$ cat config.mk
export PLATFORM = sky130hd
export DESIGN_NAME = opc_writer_flat
export DESIGN_NICKNAME = d
export VERILOG_FILES = /design/src/opc_pkg.sv /design/src/opc_link_if.sv /design/src/opc_writer.sv /design/src/flat_wrapper.sv
export SDC_FILE = /design/constraint.sdc
export NUM_CORES = 1
export LEC_CHECK = 0
export ABC_AREA = 1
export BUFFER_PORTS_ARGS = -buffer_cell sky130_fd_sc_hd__buf_2
export CAP_MARGIN = 0
export CORE_MARGIN = 10
export CORE_UTILIZATION = 35
export CTS_BUF_LIST = sky130_fd_sc_hd__clkbuf_8
export CTS_CLUSTER_SIZE = 25
export DETAILED_ROUTE_END_ITERATION = 8
export SYNTH_ARGS = -nofsm -noshare
export SYNTH_HDL_FRONTEND = slang
export SYNTH_SLANG_ARGS = --single-unit
export TNS_END_PERCENT = 1
$ cat constraint.sdc
create_clock -name clock -period 3.4 [get_ports clock]
set_input_delay 0.51 -clock clock [delete_from_list [all_inputs] [get_ports clock]]
set_output_delay 0.51 -clock clock [all_outputs]
set_load 0.02 [all_outputs]
$ cat src/opc_pkg.sv
// constants shared by the object channel writer and reader ends
// assumes both ends are elaborated with this package and one clock
package opc_pkg;
	localparam int DATA_W   = 8;
	localparam int OBJ_W    = 40;
	localparam int PIECES   = (OBJ_W + DATA_W - 1) / DATA_W;
	localparam int VEC_W    = PIECES * DATA_W;
	localparam int START_CYCLES = 2;
	localparam int CNT_W    = 8;
	localparam logic [CNT_W-1:0] START_LAST = CNT_W'(START_CYCLES - 1);
	localparam logic [CNT_W-1:0] PIECE_LAST = CNT_W'(PIECES - 1);
	localparam logic [CNT_W-1:0] CNT_RESET  = 8'h00;
	localparam logic [DATA_W-1:0] DATA_RESET = 8'h00;

	// object layout: fields packed low to high
	localparam int TAG_POS  = 0;
	localparam int TAG_W    = 8;
	localparam int LEN_POS  = 8;
	localparam int LEN_W    = 16;
	localparam int VAL_POS  = 24;
	localparam int VAL_W    = 16;

	typedef struct packed {
		logic [VAL_W-1:0] value;
		logic [LEN_W-1:0] length;
		logic [TAG_W-1:0] tag;
	} opc_obj_s;

	typedef enum logic [1:0] {
		OPC_IDLE  = 2'b00,
		OPC_START = 2'b01,
		OPC_SEND  = 2'b10
	} opc_wstate_e;

	typedef enum logic [1:0] {
		OPC_R_IDLE  = 2'b00,
		OPC_R_START = 2'b01,
		OPC_R_GATH  = 2'b10
	} opc_rstate_e;
endpackage

$ cat src/opc_link_if.sv
// shared wires between the writer and reader ends
// assumes both ends share one clock
`timescale 1ns/100ps
interface opc_link_if;
	logic [opc_pkg::DATA_W-1:0] data_lines;
	logic                       valid_line;

	modport writer (
		output data_lines,
		output valid_line
	);
	modport reader (
		input data_lines,
		input valid_line
	);
endinterface

$ cat src/opc_writer.sv
// writer end: start notice on valid, then object sent piece by piece
// assumes the reader end shares clock and reset
`timescale 1ns/100ps
// Contract
// - valid high two cycles before any data
// - flatten object into one vector first
// - pieces are data port width
// - one piece per cycle until done
// - receiver idles until start seen
// - receiver gathers pieces until full vector
// - receiver unpacks fields in sender order
// - data width fixed at build
// - data and valid driven from registers
// - receiver only samples link wires
// - valid control only, data payload only
// - both ends share one clock
module opc_writer (
	// clock and reset
	input  wire logic            clock,
	input  wire logic            rstn,
	// requester side
	input  wire logic            send_req,
	input  wire opc_pkg::opc_obj_s send_obj,
	output logic                 send_busy,
	output logic                 send_done,
	// link
	opc_link_if.writer           link
);
	import opc_pkg::*;

	// registers
	opc_wstate_e               state_reg;
	logic [CNT_W-1:0]          cnt_reg;
	logic [VEC_W-1:0]          vec_reg;
	logic [DATA_W-1:0]         data_reg;
	logic                      valid_reg;
	logic                      busy_reg;
	logic                      done_reg;

	// next values
	opc_wstate_e               state_next;
	logic [CNT_W-1:0]          cnt_next;
	logic [VEC_W-1:0]          vec_next;
	logic [DATA_W-1:0]         data_next;
	logic                      valid_next;
	logic                      busy_next;
	logic                      done_next;
	logic [VEC_W-1:0]          flat;

	// state decode
	wire logic                 in_idle   = (state_reg == OPC_IDLE);
	wire logic                 in_start  = (state_reg == OPC_START);
	wire logic                 in_send   = (state_reg == OPC_SEND);

	// transfer events
	wire logic                 accept    = in_idle && send_req;
	wire logic                 start_end = in_start && (cnt_reg == START_LAST);
	wire logic                 last_pc   = in_send && (cnt_reg == PIECE_LAST);
	wire logic [CNT_W-1:0]     cnt_inc   = cnt_reg + 8'h01;

	// fields placed at their agreed positions, padding zero
	always_comb begin
		flat                   = '0;
		flat[TAG_POS +: TAG_W] = send_obj.tag;
		flat[LEN_POS +: LEN_W] = send_obj.length;
		flat[VAL_POS +: VAL_W] = send_obj.value;
	end

	// low piece leaves first
	wire logic [DATA_W-1:0]    low_piece = vec_reg[DATA_W-1:0];
	wire logic [VEC_W-1:0]     rest_vec  = vec_reg >> DATA_W;

	// sequencing: state and cycle counter
	always_comb begin
		state_next = state_reg;
		cnt_next   = cnt_reg;
		unique case (state_reg)
			OPC_IDLE: begin
				if (accept) begin
					state_next = OPC_START;
					cnt_next   = CNT_RESET;
				end
			end
			OPC_START: begin
				if (start_end) begin
					state_next = OPC_SEND;
					cnt_next   = CNT_RESET;
				end else begin
					cnt_next   = cnt_inc;
				end
			end
			OPC_SEND: begin
				if (last_pc) begin
					state_next = OPC_IDLE;
				end else begin
					cnt_next   = cnt_inc;
				end
			end
			default: begin
				state_next = OPC_IDLE;
			end
		endcase
	end

	// link and requester outputs
	always_comb begin
		vec_next   = vec_reg;
		data_next  = DATA_RESET;
		valid_next = 1'b0;
		busy_next  = busy_reg;
		done_next  = 1'b0;
		unique case (state_reg)
			OPC_IDLE: begin
				if (accept) begin
					vec_next   = flat;
					valid_next = 1'b1;
					busy_next  = 1'b1;
				end
			end
			OPC_START: begin
				if (start_end) begin
					data_next  = low_piece;
					vec_next   = rest_vec;
				end else begin
					valid_next = 1'b1;
				end
			end
			OPC_SEND: begin
				if (last_pc) begin
					busy_next  = 1'b0;
					done_next  = 1'b1;
				end else begin
					data_next  = low_piece;
					vec_next   = rest_vec;
				end
			end
			default: begin
				busy_next  = 1'b0;
			end
		endcase
	end

	// sequencing state
	always_ff @(posedge clock or negedge rstn) begin
		if (!rstn) begin
			state_reg <= OPC_IDLE;
		end else begin
			state_reg <= state_next;
		end
	end

	// cycle and piece counter
	always_ff @(posedge clock or negedge rstn) begin
		if (!rstn) begin
			cnt_reg <= CNT_RESET;
		end else begin
			cnt_reg <= cnt_next;
		end
	end

	// flattened object, shifted as pieces leave
	always_ff @(posedge clock or negedge rstn) begin
		if (!rstn) begin
			vec_reg <= '0;
		end else begin
			vec_reg <= vec_next;
		end
	end

	// data bus register
	always_ff @(posedge clock or negedge rstn) begin
		if (!rstn) begin
			data_reg <= DATA_RESET;
		end else begin
			data_reg <= data_next;
		end
	end

	// valid line register
	always_ff @(posedge clock or negedge rstn) begin
		if (!rstn) begin
			valid_reg <= 1'b0;
		end else begin
			valid_reg <= valid_next;
		end
	end

	// busy flag
	always_ff @(posedge clock or negedge rstn) begin
		if (!rstn) begin
			busy_reg <= 1'b0;
		end else begin
			busy_reg <= busy_next;
		end
	end

	// done pulse
	always_ff @(posedge clock or negedge rstn) begin
		if (!rstn) begin
			done_reg <= 1'b0;
		end else begin
			done_reg <= done_next;
		end
	end

	// outputs straight from registers
	assign link.data_lines = data_reg;
	assign link.valid_line = valid_reg;
	assign send_busy       = busy_reg;
	assign send_done       = done_reg;
endmodule

$ cat src/flat_wrapper.sv
// flat-port wrapper written by rule: the top's interface ports become plain ports
module opc_writer_flat import opc_pkg::*;
  (clock, rstn, send_req, send_obj, send_busy, send_done, link_data_lines, link_valid_line);
  opc_link_if link_i ();
  input  wire logic clock;
  input  wire logic rstn;
  input  wire logic send_req;
  input  wire opc_pkg::opc_obj_s send_obj;
  output logic send_busy;
  output logic send_done;
  output wire logic [$bits(link_i.data_lines)-1:0] link_data_lines;
  output wire logic [$bits(link_i.valid_line)-1:0] link_valid_line;
  assign link_data_lines = link_i.data_lines;
  assign link_valid_line = link_i.valid_line;
  opc_writer u_core (.clock(clock), .rstn(rstn), .send_req(send_req), .send_obj(send_obj), .send_busy(send_busy), .send_done(send_done), .link(link_i));
endmodule
==> impl_metrics.py, run 1 <==
metrics = {
    "outcome": {
        "status": "complete, no violations",
    },
    "clock_tree": {
        "clk_latency_ns": 0.34,
        "cts.sinks": 61,
        "post_cts_resized": 0,
        "clk_pin_slew_ns": 0.07,
        "ctsRootBufferMaster": "clkbuf_8",
        "ctsHtreeMaxLevel": 3,
        "cts_hold_buf": 0,
        "postCtsSetupRepairBufs": 0,
        "clock_tree.buffer_depth": 2,
        "numCtsBuffers": 9,
        "cts_tree": "built",
    },
    "grt": {
        "antenna_found_initial": 0,
        "grt_overflow": 0,
        "grt_pass1_vias": 2591,
        "met1_usage_pct": 14.00,
        "use_met3_pct": 3.837,
        "grtUsageTotal_pct": 10.68,
        "met2_usage_pct": 15.70,
        "busiest_layer": "met2",
        "grt_start_max_net_pins": 49,
        "grt_pass1_wl_mm": 12.50,
    },
    "place": {
        "numPortBuffers": 53,
        "dpl.hpwl_mm": 5.001,
        "gp_congestion": 0.8360,
    },
    "power_and_ir_drop": {
        "pwr-share-seq_pct": 33.4,
        "ir_worst_vdd_v": 0.0004957,
        "power_frac_clock_pct": 16.8,
        "pwr-share-comb_pct": 49.8,
        "leakagePower_nw": 2.073,
        "total_power_mw": 3.408,
        "p_sw_mw": 1.445,
        "power_density_nw_per_um2": 896.0,
        "p_int_mw": 1.964,
        "swShare_pct": 42.39,
    },
    "setup_path": {
        "cp.arrival_ns": 2.33,
        "worstSetupPathType": "flop to flop",
        "startpoint_type": "flop",
        "crit_chain": "inv_1 -> ha_2 -> mux2_2 -> nand2_1 -> nand2_1",
        "crit_slowest_cell": "ha_2",
        "max_stage_delay_ns": 0.95,
        "cp-end-kind": "flop",
        "critical_path_buf_inv_count": 1,
        "cp.required_ns": 3.63,
        "crit_fanout": 43,
        "path_common_cell": "nand2_1",
        "cp_top_family": "adder cells",
    },
    "run": {
        "drv_cap": 0,
    },
    "floorplanning": {
        "start_util_pct": 35.99,
        "ios": 54,
        "die_x_um": 117.5,
        "rows": 35,
        "dieHeight_um": 117.5,
        "core_area_um2": 9240,
        "dieArea_um2": 13800,
    },
    "synthesis": {
        "synth_fa_ha_area_share_pct": 3.010,
        "synth_area_um2": 3326,
        "yosysSeqAreaShare_pct": 45.90,
        "syn_avg_cell_area_um2": 8.661,
        "synth.distinct_cells": 24,
        "syn-num-nets": 435,
        "synth_top_family_by_area": "simple AND/OR/NAND/NOR gates",
        "synthSimpleGateAreaFrac_pct": 29.76,
        "synth-xor-area-share_pct": 0.5267,
        "yosys_warnings": 0,
        "synth.area.mux_share_pct": 10.84,
        "synth_compound_area_share_pct": 1.768,
        "ys_ff_latch": 61,
        "synthCells": 384,
    },
    "finish": {
        "n_antenna_cell": 0,
        "drive_gt1_share_pct": 31.82,
        "nNetsFinal": 486,
        "postLayoutCoreUtil_pct": 41.16,
        "largest_reg_flops": 40,
        "area_delta_synth_final_pct": 14.37,
    },
    "timing": {
        "setup_tns_ns": 0,
        "slew_violations": 0,
        "fin_worst_skew_ns": 0.01189,
        "finalHoldViolations": 0,
        "period_minus_slack_ns": 2.104,
        "max_freq_mhz": 475.3,
        "max_slew_margin_pct": 29.42,
        "rsz0062_at_grt": "no",
        "worstMarginPinSlew_ns": 1.059,
        "setup_viol": 0,
        "timing.hold.ws_ns": 0.3549,
        "period_share_pct": 61.88,
    },
    "routing": {
        "viasPerCell": 4.392,
        "drt_iter0_markers": 85,
        "via_count": 2499,
        "post_drt_wl_per_cell_um": 12.34,
        "wirelength_mm": 7.019,
        "ant_nets": 0,
        "first_pass_iters": 5,
        "drcViolationCount": 0,
    },
    "hold_path": {
        "min_path_type": "primary input to async pin",
    },
}
final timing paths:
check | from | end | slack, ns | depth (start not counted)
setup / recovery | u_core.state_reg[1]$_DFFE_PN0P_ | u_core.vec_reg[30]$_DFFE_PN0P_ | 1.30 | 5
hold / removal | rstn | u_core.vec_reg[39]$_DFFE_PN0P_ | 0.35 | 1
setup reg to reg | u_core.state_reg[1]$_DFFE_PN0P_ | u_core.vec_reg[30]$_DFFE_PN0P_ | 1.30 | 5
hold reg to reg | u_core.vec_reg[38]$_DFFE_PN0P_ | u_core.vec_reg[38]$_DFFE_PN0P_ | 0.47 | 2
max in group asynchronous | rstn | u_core.cnt_reg[4]$_DFFE_PN0P_ | 2.29 | 2
min in group clock | send_req | u_core.link.valid_line$_DFF_PN0_ | 0.42 | 3
Yosys cell counts:
| library cell | number | area, um^2 |
|---|---|---|
| a21boi_4 | 1 | 18.77 |
| a21oi_1 | 2 | 10.01 |
| buf_1 | 1 | 3.750 |
| buf_12 | 2 | 40.04 |
| buf_2 | 3 | 15.01 |
| buf_6 | 7 | 78.83 |
| clkbuf_1 | 3 | 11.26 |
| dfrtp_1 | 61 | 1526 |
| ha_1 | 8 | 100.1 |
| inv_1 | 30 | 112.6 |
| inv_2 | 3 | 11.26 |
| mux2_2 | 32 | 360.4 |
| nand2_1 | 145 | 544.3 |
| nand2_2 | 22 | 137.6 |
| nand2_4 | 3 | 33.78 |
| nand3_1 | 22 | 110.1 |
| nand3_2 | 2 | 20.02 |
| nor2_1 | 25 | 93.84 |
| nor2_2 | 1 | 6.260 |
| nor2_4 | 1 | 11.26 |
| nor2_8 | 1 | 20.02 |
| nor3b_2 | 1 | 12.51 |
| o21ai_0 | 6 | 30.03 |
| xor2_1 | 2 | 17.52 |
logic make-up (layout without fill, tap and decap cells):
logic type	count (synthesis)	count (layout)
compound gates	9	9
flops	61	61
simple gates	223	223
xor+xnor	2	2
mux	32	32
fa+ha+maj	8	8
buf+inv	49	105
cell usage in the layout (no fill, tap or decap), types with 7 or more instances in the layout:
| cell type | n |
|---|---|
| mux2_2 | 32 |
| inv_1 | 30 |
| dfrtp_1 | 61 |
| nor2_1 | 25 |
| nand3_1 | 22 |
| buf_2 | 53 |
| ha_1 | 7 |
| clkbuf_8 | 9 |
| nand2_1 | 145 |
| nand2_2 | 22 |
power groups by stage:
stage,sequential (mW),combinational (mW),clock [mW]
2_1_floorplan,1.15,1.54,0
3_3_place_gp,1.14,1.70,0
3_5_place_dp,1.15,1.72,0
4_1_cts,1.14,1.73,0.589
5_1_grt,1.17,1.96,0.628
6_report,1.14,1.70,0.573
metal layers:
| metal | part of all wire (%) | routed length (um) |
|---|---|---|
| met4 | 1.4 | 99 |
| met2 | 43 | 3034 |
| met5 | 0 | 0 |
| met1 | 49 | 3422 |
| met3 | 6.6 | 462 |
per-stage QoR:
| step | instances | instance area [um^2] | setup WS [ns] |
|---|---|---|---|
| floorplan | 384 | 3326 | 1.714 |
| global placement | 553 | 3628 | 1.320 |
| detailed placement | 553 | 3628 | 1.290 |
| CTS | 569 | 3804 | 1.259 |
| global route | 569 | 3804 | 1.129 |
| finish | 569 | 3804 | 1.296 |
cell type report:
cell class,instances,area (um^2)
multi-input combinational,274,1529
clock buffer,9,123.9
fill,939,5436
clock inverter,7,51.30
timing repair buffer,56,287.8
inverter,33,123.9
sequential,61,1526
tap,129,161.4
worst reg2reg max path, cell delays in order (launching register included):
cell and delay, ns:
dfrtp_1 0.40, inv_1 0.10, ha_2 0.95, mux2_2 0.43, nand2_1 0.07, nand2_1 0.05
No activity file was read; power rests on OpenSTA's default activity.
==> inputs of run 2 (changes only) <==
--- a/config.mk
+++ b/config.mk
@@ -5,7 +5,7 @@
 export SDC_FILE = /design/constraint.sdc
 export NUM_CORES = 1
 export LEC_CHECK = 0
-export ABC_AREA = 1
+export ABC_AREA = 0
 export BUFFER_PORTS_ARGS = -buffer_cell sky130_fd_sc_hd__buf_2
 export CAP_MARGIN = 0
 export CORE_MARGIN = 10
==> constraint.sdc (replaced) <==
create_clock -name clock -period 1.9 [get_ports clock]
set_input_delay 0.285 -clock clock [delete_from_list [all_inputs] [get_ports clock]]
set_output_delay 0.285 -clock clock [all_outputs]
set_load 0.02 [all_outputs]
==> impl_metrics.py, run 2 <==
metrics = {
    "finish": {
        "finalNonFillerCells": 455,
        "nNetsFinal": 396,
        "n_antenna_cell": 0,
        "area_delta_synth_final_pct": 26.80,
        "mostFrequentLayoutCells": "o21ai_1, dfrtp_1, buf_2",
        "drive_gt1_share_pct": 30.57,
        "largest_reg_flops": 40,
        "final_common_cell": "o21ai_1",
    },
    "power_and_ir_drop": {
        "p_int_mw": 4.316,
        "pwr-share-comb_pct": 52.4,
        "power_frac_clock_pct": 18.4,
        "p_sw_mw": 2.725,
        "ir_worst_vdd_v": 0.0007683,
        "power_density_nw_per_um2": 1835,
        "leakagePower_nw": 1.763,
        "pwr-share-seq_pct": 29.3,
        "swShare_pct": 38.70,
    },
    "grt": {
        "grtUsageTotal_pct": 10.98,
        "antenna_found_initial": 0,
        "grt_overflow": 0,
        "grt_pass1_wl_mm": 11.71,
        "grt_pass1_vias": 2395,
        "grt_start_max_net_pins": 48,
    },
    "routing": {
        "via_count": 2314,
        "post_drt_wl_per_cell_um": 15.64,
        "drt_iter0_markers": 93,
        "drcViolationCount": 0,
        "ant_nets": 0,
        "viasPerCell": 5.086,
        "wirelength_mm": 7.117,
        "first_pass_iters": 4,
    },
    "timing": {
        "max_freq_mhz": 548.4,
        "finalHoldViolations": 0,
        "timing.hold.ws_ns": 0.1830,
        "setup_viol": 0,
        "slew_violations": 0,
        "period_minus_slack_ns": 1.824,
        "setup_ws_ns": 0.07646,
        "period_share_pct": 95.98,
        "fin_worst_skew_ns": 0.006248,
        "max_slew_margin_pct": 73.82,
        "worstMarginPinSlew_ns": 0.3928,
    },
    "setup_path": {
        "cp.arrival_ns": 2.07,
        "cp-end-kind": "flop",
        "rr_worst_depth": 6,
        "max_stage_delay_ns": 0.39,
        "critical_path_buf_inv_count": 1,
        "worstSetupPathType": "flop to flop",
        "r2r_slack_ns": 0.08,
        "crit_chain": "inv_1 -> ha_2 -> nor2b_2 -> a311oi_4 -> o211ai_1 -> o311ai_2",
        "crit_slowest_cell": "dfrtp_1",
        "startpoint_type": "flop",
        "r2r-end": "u_core.cnt_reg[7]$_DFFE_PN0P_",
        "cp.required_ns": 2.14,
        "rr_startpoint": "u_core.state_reg[0]$_DFFE_PN0P_",
        "crit_fanout": 4,
        "cp_top_family": "compound AO/OA/AOI/OAI gates",
    },
    "synthesis": {
        "synth_largest_area_cell": "dfrtp_1",
        "synth_area_um2": 3025,
        "syn_avg_cell_area_um2": 10.73,
        "synth_area_leaders": "dfrtp_1, o21ai_1, mux2i_1",
        "synth_most_common_cell": "o21ai_1",
        "synth.distinct_cells": 38,
        "synth_edf_count": 0,
        "ys_ff_latch": 61,
        "yosys_warnings": 0,
        "async_reset_ff_share_pct": 100.0,
        "synth_top_area_share_pct": 50.45,
        "synthCells": 282,
        "yosysSeqAreaShare_pct": 50.45,
        "synth_common_cells": "o21ai_1, dfrtp_1, mux2i_1",
        "syn-num-nets": 333,
        "synthFlopType": "dfrtp_1",
    },
    "clock_tree": {
        "cts.sinks": 61,
        "numCtsBuffers": 9,
        "clk_latency_ns": 0.33,
        "ctsHtreeMaxLevel": 3,
        "clk_pin_slew_ns": 0.07,
        "ctsRootBufferMaster": "clkbuf_8",
        "cts_tree": "built",
        "clock_tree.buffer_depth": 2,
    },
    "place": {
        "dp_cells": 435,
        "dpl_worst_slack_ns": -0.0009649,
        "dpl.hpwl_mm": 4.883,
        "numPortBuffers": 53,
        "gp_congestion": 0.7763,
    },
    "floorplanning": {
        "dieArea_um2": 12760,
        "dieHeight_um": 113.0,
        "start_util_pct": 36.45,
        "core_area_um2": 8299,
        "die_x_um": 113.0,
        "rows": 33,
        "ios": 54,
    },
    "hold_path": {
        "holdPathStages": 3,
        "hp-start": "send_obj[39]",
        "holdPathEnd": "u_core.vec_reg[39]$_DFFE_PN0P_",
        "min_path_type": "primary input to flop",
    },
    "run": {
        "drv_cap": 0,
    },
    "outcome": {
        "status": "complete, no violations",
    },
}
-- run 2: final cells by class --
| class | count | area (um^2) |
|---|---|---|
| Sequential cell | 61 | 1526 |
| Fill cell | 807 | 4463 |
| Tap cell | 105 | 131.4 |
| Clock inverter | 2 | 37.54 |
| Clock buffer | 14 | 192.7 |
| Multi-Input combinational cell | 195 | 1415 |
| Inverter | 5 | 18.77 |
| Timing Repair Buffer | 73 | 514.2 |
-- run 2: what timing repair did --
item / CTS / global route
endpoints found under the setup margin: 3 / 49
hold endpoints to repair: 14 / 0
gates resized for setup: 0 / 10
pin swaps: 0 / 7
gates cloned: 0 / 1
hold buffers: 1 / 0
buffers inserted: 0 / 2
-- run 2: worst reg2reg max path: stages (launching register included) --
cell      delay, ns
dfrtp_1        0.39
inv_1          0.10
ha_2           0.20
nor2b_2        0.19
a311oi_4       0.39
o211ai_1       0.23
o311ai_2       0.24
-- run 2: cells by family (layout without fill, tap and decap cells) --
logic type	Yosys count	count (layout)	share of synthesized area (%)
mux	33	33	10.96
buf+inv	26	94	4.549
fa+ha+maj	8	8	3.309
compound gates	106	106	20.93
flops	61	61	50.45
simple gates	48	48	9.801
-- run 2: worst max path at each step --
stage,end,slack (ns),cells after the start,startpoint
after floorplan,u_core.vec_reg[0]$_DFFE_PN0P_,0.04,6,u_core.state_reg[0]$_DFFE_PN0P_
after global routing,u_core.cnt_reg[7]$_DFFE_PN0P_,-0.02,7,u_core.cnt_reg[0]$_DFFE_PN0P_
after CTS,u_core.cnt_reg[5]$_DFFE_PN0P_,-0.01,7,u_core.cnt_reg[1]$_DFFE_PN0P_
after global placement,u_core.cnt_reg[7]$_DFFE_PN0P_,0.005,7,u_core.cnt_reg[1]$_DFFE_PN0P_
after detailed placement,u_core.cnt_reg[7]$_DFFE_PN0P_,-0.001,7,u_core.cnt_reg[1]$_DFFE_PN0P_
final,u_core.cnt_reg[7]$_DFFE_PN0P_,0.08,6,u_core.state_reg[0]$_DFFE_PN0P_
-- run 2: stage by stage --
step           area (um^2)  util [%]  power [mW]  setup TNS (ns)
2_1_floorplan         3025         -       4.580               0
6_report              3836     46.22       7.040               0
5_1_grt               3836     46.22       7.567        -0.08820
3_3_place_gp          3512     42.32       5.507               0
4_1_cts               3752     45.21       6.869        -0.02825
3_5_place_dp          3512     42.32       5.567      -0.0009649
-- run 2: layer usage --
metal | global-route usage [%] | up-vias | share of wire, %
li1 | - | 1148 | -
met1 | 14.59 | 1100 | 48
met2 | 15.98 | 55 | 46
met3 | 4.173 | 11 | 5.6
met4 | 3.553 | 0 | 1.1
met5 | 0 | - | 0
-- run 2: power by group through the flow --
stage / Sequential, mW / Clock (mW) / Combinational [mW]
detailed placement: 2.09 / 0 / 3.48
global route: 2.13 / 1.37 / 4.07
CTS: 2.06 / 1.31 / 3.50
floorplan: 2.10 / 0 / 2.48
global placement: 2.07 / 0 / 3.44
finish: 2.06 / 1.29 / 3.69
